**src/rtl/psbm_pkg.sv**
```systemverilog
// Constants and types shared by the bus-state and power-mode controller.
package psbm_pkg;

    // Core clock rate in MHz.
    localparam int CLK_MHZ          = 50;
    // Read access time and the margin before clock stop, in ns.
    localparam int ACCESS_TIME_NS   = 35;
    localparam int STOP_MARGIN_NS   = 30;
    // Least idle time before clock stop, rounded up to cycles.
    localparam int STOP_CYC = ((ACCESS_TIME_NS + STOP_MARGIN_NS) * CLK_MHZ
                               + 999) / 1000;
    // Longest sleep and power-down entry times in us, rounded down.
    localparam int SLEEP_ENTRY_US   = 3;
    localparam int SLEEP_ENTRY_CYC  = SLEEP_ENTRY_US * CLK_MHZ;
    localparam int PDOWN_ENTRY_US   = 3;
    localparam int PDOWN_ENTRY_CYC  = PDOWN_ENTRY_US * CLK_MHZ;
    // Longest wakeup times in us and their cycle counts.
    localparam int SLEEP_WAKEUP_US  = 100;
    localparam int SLEEP_WAKEUP_CYC = SLEEP_WAKEUP_US * CLK_MHZ;
    localparam int PDOWN_WAKEUP_US  = 150;
    localparam int PDOWN_WAKEUP_CYC = PDOWN_WAKEUP_US * CLK_MHZ;
    // Command/address phase length in clock edges and default latency.
    localparam int CA_EDGES         = 6;
    localparam int LAT_CLKS         = 6;
    // Command bits inside the first command byte.
    localparam int CA_READ_BIT      = 47;
    localparam int CA_REG_BIT       = 46;
    // Width of the long timing counters.
    localparam int TCNT_W           = 13;

    // Bus phase of the current transaction.
    typedef enum logic [3:0] {
        X_STBY = 4'h1,
        X_CA   = 4'h2,
        X_LAT  = 4'h4,
        X_DATA = 4'h8
    } psbm_phase_e;

    // Power mode of the device.
    typedef enum logic [6:0] {
        P_ON        = 7'h01,
        P_SLEEP_IN  = 7'h02,
        P_SLEEP     = 7'h04,
        P_SLEEP_OUT = 7'h08,
        P_PDOWN_IN  = 7'h10,
        P_PDOWN     = 7'h20,
        P_PDOWN_OUT = 7'h40
    } psbm_power_e;

endpackage

```
**src/rtl/psbm_fifo.sv**
```systemverilog
// Synchronous FIFO with valid/ready on both sides.
`timescale 1ns/100ps
`default_nettype none
module psbm_fifo #(
    parameter int WIDTH = 9,
    parameter int DEPTH = 32
) (
    input  wire logic             core_clk,
    input  wire logic             rst,
    input  wire logic             in_valid,
    output logic                  in_ready,
    input  wire logic [WIDTH-1:0] in_data,
    output logic                  out_valid,
    input  wire logic             out_ready,
    output logic      [WIDTH-1:0] out_data
);
    localparam int AW = $clog2(DEPTH);

    logic [WIDTH-1:0] mem [DEPTH];
    logic [AW-1:0]    wr_ptr;
    logic [AW-1:0]    rd_ptr;
    logic [AW:0]      count;
    logic             push;
    logic             pop;

    // Full and empty come straight from the fill count.
    assign in_ready  = (count != (AW+1)'(DEPTH));
    assign out_valid = (count != '0);
    assign push      = in_valid && in_ready;
    assign pop       = out_valid && out_ready;
    assign out_data  = mem[rd_ptr];

    // Storage array.
    always_ff @(posedge core_clk) begin
        if (push) begin
            mem[wr_ptr] <= in_data;
        end
    end

    // Pointers and fill count.
    always_ff @(posedge core_clk) begin
        if (rst) begin
            wr_ptr <= '0;
            rd_ptr <= '0;
            count  <= '0;
        end else begin
            if (push) begin
                wr_ptr <= (wr_ptr == AW'(DEPTH - 1)) ? '0 : wr_ptr + 1'b1;
            end
            if (pop) begin
                rd_ptr <= (rd_ptr == AW'(DEPTH - 1)) ? '0 : rd_ptr + 1'b1;
            end
            count <= count + {{AW{1'b0}}, push} - {{AW{1'b0}}, pop};
        end
    end
endmodule
`default_nettype wire

```
**src/rtl/psbm_ctrl.sv**
```systemverilog
// Bus-state and power-mode controller of a DDR pseudo-static DRAM.
// Behaviour
// Chip select high: standby, ignore other pins.
// Write latency: DQ and strobe undriven.
// Host drives write data, strobe as mask.
// Device drives strobe during command phase.
// Zero-latency write: strobe released after command.
// Zero-latency write stores all bytes unmasked.
// Host pauses clock only at low level.
// Clock idle past access time: clock stop.
// Clock stop holds read data on DQ.
// Host ends select before maximum low time.
// Host avoids clock stop on register access.
// Sleep request reaches sleep within 3 us.
// Sleep keeps array and register contents.
// Select low wakes sleep, clears request bit.
// Host wake pulse 60 to 3000 ns.
// Reset also ends sleep, refresh stops.
// Sleep exit reaches standby within 100 us.
// Power-down write reaches lowest power, 3 us.
// Power-down loses array contents.
// Host power-down exit pulse 200-3000 ns.
// Reset also ends power-down.
// Power-down exit: standby, default registers.
// Low-power states take select only as wake.
`timescale 1ns/100ps
`default_nettype none
module psbm_ctrl
    import psbm_pkg::*;
#(
    parameter int LATENCY_CLKS  = LAT_CLKS,
    parameter int SLEEP_WAKE    = SLEEP_WAKEUP_CYC,
    parameter int PDOWN_WAKE    = PDOWN_WAKEUP_CYC,
    parameter int FIFO_DEPTH    = 32
) (
    input  wire logic       core_clk,
    input  wire logic       rst,
    input  wire logic       cs_n_pin,
    input  wire logic       ck_pin,
    input  wire logic       reset_n_pin,
    input  wire logic [7:0] dq_in,
    output logic      [7:0] dq_out,
    output logic            dq_oe,
    input  wire logic       rwds_in,
    output logic            rwds_out,
    output logic            rwds_oe,
    input  wire logic       refresh_busy,
    input  wire logic       sleep_set,
    input  wire logic       pdown_set,
    input  wire logic [7:0] rd_data,
    output logic            rd_req,
    output logic            wr_valid,
    input  wire logic       wr_ready,
    output logic      [7:0] wr_data,
    output logic            wr_mask,
    output logic            wr_overrun,
    output logic     [47:0] ca_word,
    output logic            ca_valid,
    output logic            sleep_bit,
    output logic            low_power,
    output logic            refresh_en,
    output logic            array_lost,
    output logic            cfg_defaults,
    output logic            clock_stop,
    output logic            standby
);
    ////////////////////////////////////////////////////////////////////////
    logic [2:0]      ck_s;
    logic [1:0]      cs_s;
    logic            cs_d;
    logic [1:0]      rstn_s;
    logic [7:0]      dq_s1;
    logic [7:0]      dq_s2;
    logic [1:0]      rwds_s;
    logic            rst_all;
    logic            ck_edge;
    logic            cs_fall;
    logic            cs_rise;
    psbm_phase_e     ph;
    psbm_power_e     pwr;
    logic [5:0]      ecnt;
    logic            is_read;
    logic            zero_lat;
    logic            lat_dbl;
    logic [47:0]     next_ca;
    logic [2:0]      idle_cnt;
    logic [TCNT_W-1:0] tcnt;
    logic            pd_seen_low;
    logic            allow;
    logic            push;
    logic            push_mask;
    logic            fifo_in_ready;

    // Pin synchronisers; the second stage feeds logic, and a third stage gives the clock and select edges.
    always_ff @(posedge core_clk) begin
        if (rst) begin
            ck_s   <= 3'h0;
            cs_s   <= 2'h3;
            cs_d   <= 1'b1;
            rstn_s <= 2'h0;
            dq_s1  <= 8'h00;
            dq_s2  <= 8'h00;
            rwds_s <= 2'h0;
        end else begin
            ck_s   <= {ck_s[1:0], ck_pin};
            cs_s   <= {cs_s[0], cs_n_pin};
            cs_d   <= cs_s[1];
            rstn_s <= {rstn_s[0], reset_n_pin};
            dq_s1  <= dq_in;
            dq_s2  <= dq_s1;
            rwds_s <= {rwds_s[0], rwds_in};
        end
    end

    // The reset pin acts like the core reset on all control state.
    assign rst_all = rst || !rstn_s[1];
    assign ck_edge = ck_s[2] ^ ck_s[1];
    assign cs_fall = cs_d && !cs_s[1];
    assign cs_rise = !cs_d && cs_s[1];
    assign allow   = (pwr == P_ON);
    assign next_ca = {ca_word[39:0], dq_s2};

    ////////////////////////////////////////////////////////////////////////
    // Transaction phase machine; select high returns it to standby.
    always_ff @(posedge core_clk) begin
        if (rst_all) begin
            ph       <= X_STBY;
            ecnt     <= 6'h00;
            is_read  <= 1'b0;
            zero_lat <= 1'b0;
            lat_dbl  <= 1'b0;
            ca_word  <= 48'h000000000000;
            ca_valid <= 1'b0;
        end else begin
            ca_valid <= 1'b0;
            if (cs_s[1] || !allow) begin
                ph <= X_STBY;
            end else begin
                case (ph)
                    X_STBY: begin
                        ph      <= X_CA;
                        ecnt    <= 6'h00;
                        lat_dbl <= refresh_busy;
                    end
                    X_CA: if (ck_edge) begin
                        ca_word <= next_ca;
                        ecnt    <= ecnt + 6'h01;
                        if (ecnt == 6'(CA_EDGES - 1)) begin
                            ca_valid <= 1'b1;
                            ecnt     <= 6'h00;
                            is_read  <= next_ca[CA_READ_BIT];
                            zero_lat <= !next_ca[CA_READ_BIT]
                                        && next_ca[CA_REG_BIT];
                            ph <= (!next_ca[CA_READ_BIT]
                                   && next_ca[CA_REG_BIT]) ? X_DATA
                                                           : X_LAT;
                        end
                    end
                    X_LAT: if (ck_edge) begin
                        ecnt <= ecnt + 6'h01;
                        if (ecnt == lat_last(lat_dbl)) begin
                            ph <= X_DATA;
                        end
                    end
                    X_DATA: ph <= X_DATA;
                    default: ph <= X_STBY;
                endcase
            end
        end
    end

    // Last latency edge index; a busy refresh doubles the latency.
    function automatic logic [5:0] lat_last(input logic dbl);
        lat_last = dbl ? 6'(4 * LATENCY_CLKS - 1)
                       : 6'(2 * LATENCY_CLKS - 1);
    endfunction

    ////////////////////////////////////////////////////////////////////////
    // Strobe: latency flag in command phase, read strobe afterwards.
    always_ff @(posedge core_clk) begin
        if (rst_all) begin
            rwds_out <= 1'b0;
        end else if (ph == X_STBY) begin
            rwds_out <= refresh_busy;
        end else if (ph == X_DATA && is_read && ck_edge) begin
            rwds_out <= !rwds_out;
        end else if (ph == X_LAT) begin
            rwds_out <= 1'b0;
        end
    end

    // Drive enables; write latency and zero-latency data are released.
    assign rwds_oe = (ph == X_CA)
                     || ((ph == X_LAT || ph == X_DATA)
                         && is_read);
    assign dq_oe   = (ph == X_DATA) && is_read;

    // Read data is loaded only on clock edges and so holds when it stops.
    always_ff @(posedge core_clk) begin
        if (rst_all) begin
            dq_out <= 8'h00;
            rd_req <= 1'b0;
        end else begin
            rd_req <= 1'b0;
            if (ph == X_DATA && is_read && ck_edge) begin
                dq_out <= rd_data;
                rd_req <= 1'b1;
            end
        end
    end

    ////////////////////////////////////////////////////////////////////////
    // Write bytes go to the buffer; zero-latency writes are unmasked.
    assign push      = (ph == X_DATA) && !is_read && ck_edge;
    assign push_mask = zero_lat ? 1'b0 : rwds_s[1];

    // Full buffer drops the byte and reports the overrun.
    always_ff @(posedge core_clk) begin
        if (rst_all) begin
            wr_overrun <= 1'b0;
        end else begin
            wr_overrun <= push && !fifo_in_ready;
        end
    end

    psbm_fifo #(
        .WIDTH (9),
        .DEPTH (FIFO_DEPTH)
    ) u_wr_fifo (
        .core_clk  (core_clk),
        .rst       (rst_all),
        .in_valid  (push),
        .in_ready  (fifo_in_ready),
        .in_data   ({push_mask, dq_s2}),
        .out_valid (wr_valid),
        .out_ready (wr_ready),
        .out_data  ({wr_mask, wr_data})
    );

    ////////////////////////////////////////////////////////////////////////
    // Idle cycles since the last clock edge during data transfer.
    always_ff @(posedge core_clk) begin
        if (rst_all || ph != X_DATA || ck_edge) begin
            idle_cnt <= 3'h0;
        end else if (idle_cnt != 3'(STOP_CYC)) begin
            idle_cnt <= idle_cnt + 3'h1;
        end
    end
    assign clock_stop = (idle_cnt == 3'(STOP_CYC));

    ////////////////////////////////////////////////////////////////////////
    // Power mode machine with entry and wakeup timers.
    always_ff @(posedge core_clk) begin
        if (rst_all) begin
            pwr         <= P_ON;
            tcnt        <= '0;
            pd_seen_low <= 1'b0;
        end else begin
            tcnt <= tcnt + 1'b1;
            case (pwr)
                P_ON: begin
                    tcnt <= '0;
                    if (pdown_set) begin
                        pwr <= P_PDOWN_IN;
                    end else if (sleep_set) begin
                        pwr <= P_SLEEP_IN;
                    end
                end
                P_SLEEP_IN: begin
                    if (tcnt == TCNT_W'(SLEEP_ENTRY_CYC - 2)) begin
                        pwr <= P_SLEEP;
                    end
                end
                P_SLEEP: begin
                    tcnt <= '0;
                    if (cs_fall) begin
                        pwr <= P_SLEEP_OUT;
                    end
                end
                P_SLEEP_OUT: begin
                    if (tcnt == TCNT_W'(SLEEP_WAKE - 1)) begin
                        pwr <= P_ON;
                    end
                end
                P_PDOWN_IN: begin
                    if (tcnt == TCNT_W'(PDOWN_ENTRY_CYC - 2)) begin
                        pwr         <= P_PDOWN;
                        pd_seen_low <= 1'b0;
                    end
                end
                P_PDOWN: begin
                    tcnt <= '0;
                    if (cs_fall) begin
                        pd_seen_low <= 1'b1;
                    end
                    if (cs_rise && pd_seen_low) begin
                        pwr <= P_PDOWN_OUT;
                    end
                end
                P_PDOWN_OUT: begin
                    if (tcnt == TCNT_W'(PDOWN_WAKE - 1)) begin
                        pwr <= P_ON;
                    end
                end
                default: pwr <= P_ON;
            endcase
        end
    end

    // Sleep request bit; the wake event clears it.
    always_ff @(posedge core_clk) begin
        if (rst_all) begin
            sleep_bit <= 1'b0;
        end else if (pwr == P_SLEEP && cs_fall) begin
            sleep_bit <= 1'b0;
        end else if (allow && sleep_set) begin
            sleep_bit <= 1'b1;
        end
    end

    // Status of refresh, contents and register defaults.
    always_ff @(posedge core_clk) begin
        if (rst_all) begin
            refresh_en   <= 1'b0;
            array_lost   <= 1'b1;
            cfg_defaults <= 1'b1;
        end else begin
            refresh_en   <= (pwr != P_PDOWN) && (pwr != P_PDOWN_IN);
            cfg_defaults <= (pwr == P_PDOWN_OUT)
                            && (tcnt == TCNT_W'(PDOWN_WAKE - 1));
            if (pwr == P_PDOWN) begin
                array_lost <= 1'b1;
            end else if (ph == X_DATA && !is_read) begin
                array_lost <= 1'b0;
            end
        end
    end

    assign low_power = (pwr == P_SLEEP) || (pwr == P_PDOWN);
    assign standby   = allow && (ph == X_STBY);
endmodule
`default_nettype wire

```
**config.mk**
```make
export PLATFORM = sky130hd
export DESIGN_NAME = psbm_ctrl
export DESIGN_NICKNAME = d
export VERILOG_FILES = /design/src/rtl/psbm_pkg.sv /design/src/rtl/psbm_fifo.sv /design/src/rtl/psbm_ctrl.sv
export SDC_FILE = /design/constraint.sdc
export NUM_CORES = 1
export LEC_CHECK = 0
export BUFFER_PORTS_ARGS = -buffer_cell sky130_fd_sc_hd__buf_2
export CAP_MARGIN = 20
export CORE_ASPECT_RATIO = 1.75
export CORE_MARGIN = 2
export CORE_UTILIZATION = 54
export CTS_BUF_LIST = sky130_fd_sc_hd__clkbuf_16
export DETAILED_ROUTE_END_ITERATION = 6
export GPL_ROUTABILITY_DRIVEN = 0
export PLACE_DENSITY = 0.73
export SETUP_SLACK_MARGIN = 0.15
export SLEW_MARGIN = 30
export SYNTH_ARGS = -nofsm -noshare
export SYNTH_HDL_FRONTEND = slang
export SYNTH_SLANG_ARGS = --single-unit
```
**constraint.sdc**
```tcl
create_clock -name core_clk -period 7.7 [get_ports core_clk]
set_clock_uncertainty 0.1 [all_clocks]
set_input_delay 0.77 -clock core_clk [delete_from_list [all_inputs] [get_ports core_clk]]
set_output_delay 0.77 -clock core_clk [all_outputs]
set_load 0.005 [all_outputs]
```
# Word-level counts from Yosys, hierarchy flattened

Memories as Yosys holds them, arrays and structs flattened. A register that Yosys moved wholly into a read port is not among the register bits.
Cells that the tools add are included.

$add $sub $neg: 7
Muxes and demuxes: 35
Equality and inequality tests: 36
Reduce and logical (&&, ||, !) cells: 48
Bitwise gates (word level): 4

Operator list:

| operator              | count |
|---|---|
| $mux 7                | 8 |
| $pmux 7 s7            | 1 |
| $eq 13x13->1 const B  | 2 |
| $mux 5                | 5 |
| $ne 2x2->1 const B    | 11 |
| $mux 4                | 5 |
| $mux 6                | 3 |
| $pmux 6 s3            | 1 |
| $logic_and 1x1->1     | 17 |
| $pmux 4 s4            | 1 |
| $add 13x1->13 const B | 1 |
| $eq 13x8->1 const B   | 1 |
| $reduce_and 4->1      | 3 |
| $add 5x1->5 const B   | 2 |
| $eq 5x5->1 const B    | 2 |
| $mux 1                | 10 |
| $logic_not 1->1       | 8 |
| $reduce_or 4->1       | 2 |
| $eq 7x1->1 const B    | 1 |
| $eq 7x2->1 const B    | 1 |
| $eq 7x3->1 const B    | 1 |
| $eq 7x4->1 const B    | 1 |
| $eq 7x5->1 const B    | 1 |
| $eq 7x6->1 const B    | 1 |
| 28 further kinds      | 41 |

Memories kept: 1
Output and inout bits: 79
Register bits after elaboration: 143
Logic and storage cells: 160
Memory bits (writable): 288
Input port bits: 26

Memories:

| name          | depth | bits a word | rd ports | clocked after memory_dff | wr ports | RTL line        | text |
|---|---|---|---|---|---|---|---|
| u_wr_fifo.mem | 32    | 9           | 1        | 1                        | 1        | psbm_fifo.sv:19 | `logic [WIDTH-1:0] mem [DEPTH];` |

# Logic depth before layout (Yosys ltp)

Depth after elaboration: 6
Gate-level depth with buffers: 14
Mapped depth without buffers: 14

# By module

From an unflattened synthesis, not the netlist that was laid out.

Cell total of the unflattened synthesis: 1241
Area total of the unflattened synthesis: 17184.0 um^2

Modules (own cells, without submodules):

| module    | area each (um^2) | cells an instance | times used | seq. area each (um^2) |
|---|---|---|---|---|
| psbm_fifo | 12229.2          | 681               | 1          | 9068.7 |
| psbm_ctrl | 4954.8           | 560               | 1          | 2542.4 |

# Worst setup path before layout

No wires, ideal clock.

Kind: reg-to-output
Start point: register (tool-made name)
End point: output wr_data[0]
Buffers on the path: 2
Slack: 4877 ps
Arrival time: 1953 ps
Cell stages (with the launch flop): 6
Required time: 6830 ps
Cell sequence: dfxtp_1 clkbuf_1 buf_1 mux4_2 mux4_2 mux2_2

RTL lines:

| what             | RTL line        | text |
|---|---|---|
| end: declaration | psbm_ctrl.sv:54 | `output logic [7:0] wr_data,` |

==> results_dict.tcl <==
set metrics [dict create \
    ant_nets 0 \
    grt_pass1_vias 9612 \
    power_density_nw_per_um2 234 \
    final_util_pct 61.5 \
    worstPathRequired_ps 6830 \
    clock_latency_ps 530 \
    die_y_um 239 \
    ys_async_sr_fraction_pct 0 \
    min_path_type "flip-flop to flip-flop" \
    synth_fp_nets 1179 \
    hpwl_mm 24.0 \
    outcome "completed" \
    postCtsSetupBuffers 0 \
    finalWirelength_mm 36.0 \
    rows 86 \
    nets 1283 \
    postCtsResizedCells 0 \
    final-seq-area_sq_um 11600 \
    crit_family "multiplexers" \
    routed-via-count 9527 \
    io_pins 105 \
    cpMostUsedCell "mux4_2" \
    synthCells 1130 \
    critPathMaxStageDelay_ps 700 \
    vias_per_cell 5.75 \
    clock_path_buffers 3 \
    port_buffers 104 \
    drt_iter0_markers 546 \
    fin_setup_tns_ps 0 \
    synth-seq-area-share_pct 68.2 \
    slew_violations 0 \
    yosys_most_used_dff "edfxtp_1" \
    netlist.area_leader.share_pct 50.8 \
    cts_hold_buf 0 \
    leakage_nw 6.96 \
    areaGrowthSynthToFinish_pct 13.2 \
    cp_max_fo 46 \
    cts_root_buffer "clkbuf_16" \
    hold_viol 0 \
    ys_warn_count 0 \
    cts_tree "built" \
    fill_cells 2306 \
    cpMaxStageDelayCell "dfxtp_4" \
    overflow 0 \
    drc 0 \
    core_sq_um 31300 \
    hold_path_depth 1 \
    min_period_ps 4340 \
    syn_area_sq_um 17000 \
    drv_cap 0 \
    critPathKind "flip-flop to primary output" \
    ir_drop_mv 0.217 \
    whs_ps 314 \
    crit_chain "buf_6 > mux4_2 > mux4_2 > mux2_2 > buf_2" \
    die_x_um 138 \
    yosys_register_bits 436 \
    rrSetupSlack_ps 4680 \
    synth_commonest_cells "edfxtp_1, dfxtp_1, nand2_1, nor2_1, mux4_2" \
    fmax_mhz 230 \
    end_kind "primary output" \
    setup_viol 0 \
    syn_area_per_cell_sq_um 15.1 \
    avgRoutedWirePerCell_um 21.7 \
    synthTopCellsByArea "edfxtp_1, dfxtp_1, mux4_2" \
    critPathArrivalTime_ps 3470 \
    worst-path-buf-inv 2 \
    critical_path_depth 5 \
    grt_pass1_wl_mm 54.6 \
    htree_levels 2 \
    firstDrtPassIters 7 \
    layout_worst_path_cycle_share_pct 56.4 \
    reg2reg_depth 6 \
    worstMarginPinSlew_ps 986 \
    grt_max_degree 87 \
    grtUsageTotal_pct 21.8 \
    yosysMostFrequentCell "edfxtp_1" \
    die_area_sq_um 33000 \
    diodes 0 \
    cts.sinks 436 \
    multi_input_area_sq_um 5150 \
    slew_headroom_pct 34.0 \
    antenna_found_initial 0 \
    synth_edf_count 288 \
    grt_setup_unrepaired "no" \
    cts_inserted_buffers 38 \
    yosys.area.top_type "edfxtp_1" \
    start_util_pct 54.4 \
    synth_cell_types 60 \
    path_clk_slew_ps 60 \
    start_kind "flip-flop" \
    drive_gt1_share_pct 25.6 \
]
## final cells by class
cell class	instances	area share (%)
Inverter	26	0.519
Sequential cell	436	60.3
Clock inverter	29	1.60
Clock buffer	39	5.06
Multi-Input combinational cell	617	26.7
Timing Repair Buffer	115	3.17
Tap cell	396	2.57
## cells by family (layout without fill, tap and decap cells)
group / Yosys count / count (layout) / share of synthesized area [%]
flip-flops: 436 / 436 / 68.2
AND/OR/NAND/NOR: 360 / 360 / 10.4
multiplexers: 110 / 110 / 13.1
AO/OA/AOI/OAI: 101 / 101 / 3.34
buffers and inverters: 77 / 209 / 1.98
adder cells (fa/ha/maj): 23 / 23 / 1.73
XOR/XNOR: 23 / 23 / 1.18
## state kept, by name, indices dropped and copies added (netlist names), 2 cells and up, named ones only
| register | flops |
|---|---|
| ca_word | 48 |
| ck_s | 3 |
| cs_s | 2 |
| dq_out | 8 |
| dq_s1 | 8 |
| dq_s2 | 8 |
| ecnt | 6 |
| idle_cnt | 3 |
| ph | 4 |
| pwr | 7 |
| rstn_s | 2 |
| rwds_s | 2 |
| tcnt | 13 |
| u_wr_fifo.count | 6 |
| u_wr_fifo.mem | 288 |
| u_wr_fifo.rd_ptr | 5 |
| u_wr_fifo.wr_ptr | 5 |
## power breakdown
group	internal [mW]	switching, mW	leakage, nW
clock	1.16	0.817	0.656
sequential	2.49	0.0179	4.38
combinational	0.0135	0.0195	1.93
## metal layers
layer / track usage (%) / wire length (um) / vias to the layer above / share of wire (%)
met4: 9.77 / 1610 / 0 / 4.5
li1: - / - / 4400 / -
met1: 22.6 / 12500 / 4795 / 35
met2: 42.9 / 20600 / 252 / 57
met5: 0 / 0 / - / 0
met3: 2.94 / 1270 / 80 / 3.5
## worst paths after layout
| path | start | endpoint |
|---|---|---|
| setup / recovery | flip-flop | wr_data[1] |
| hold / removal | cs_s[0] | cs_s[1] |
| setup reg to reg | ph[3] | u_wr_fifo.mem[2][6] |
| hold reg to reg | cs_s[0] | cs_s[1] |
## stage by stage
step	setup WS, ps	power, mW	std cells	instance area [sq um]
finish	3360	4.51	1658	19300
CTS	3030	4.55	1658	19300
detailed placement	3640	2.59	1590	18000
global route	3160	4.64	1658	19300
floorplan	4880	2.57	1130	17000
global placement	3680	2.59	1590	17900
## cell usage in the layout, fill, tap and decap left out, types with 3 or more instances in the layout
master       n
mux2i_1     11
o211ai_1     4
nand4_1      7
nand2_1    132
buf_4        9
or2_2        4
dfxtp_2     11
nor2_1      73
nor4b_1      5
nand3_1     22
a31oi_1      3
nor2_2      23
bufinv_16    7
inv_1       32
nor4bb_1     4
xnor2_1     16
mux4_2      90
ha_1        22
clkinv_2     6
dfxtp_1    136
mux2_2       9
clkbuf_16   39
nor2b_1     33
and2_1       3
xor2_1       7
o21ai_0      8
nand3b_1    10
or3_1        5
clkinv_1     7
nand2b_1     6
a21oi_1     71
and3_1       6
buf_2      104
edfxtp_1   288
nor3_1       7
No activity file was read; power rests on OpenSTA's default activity.
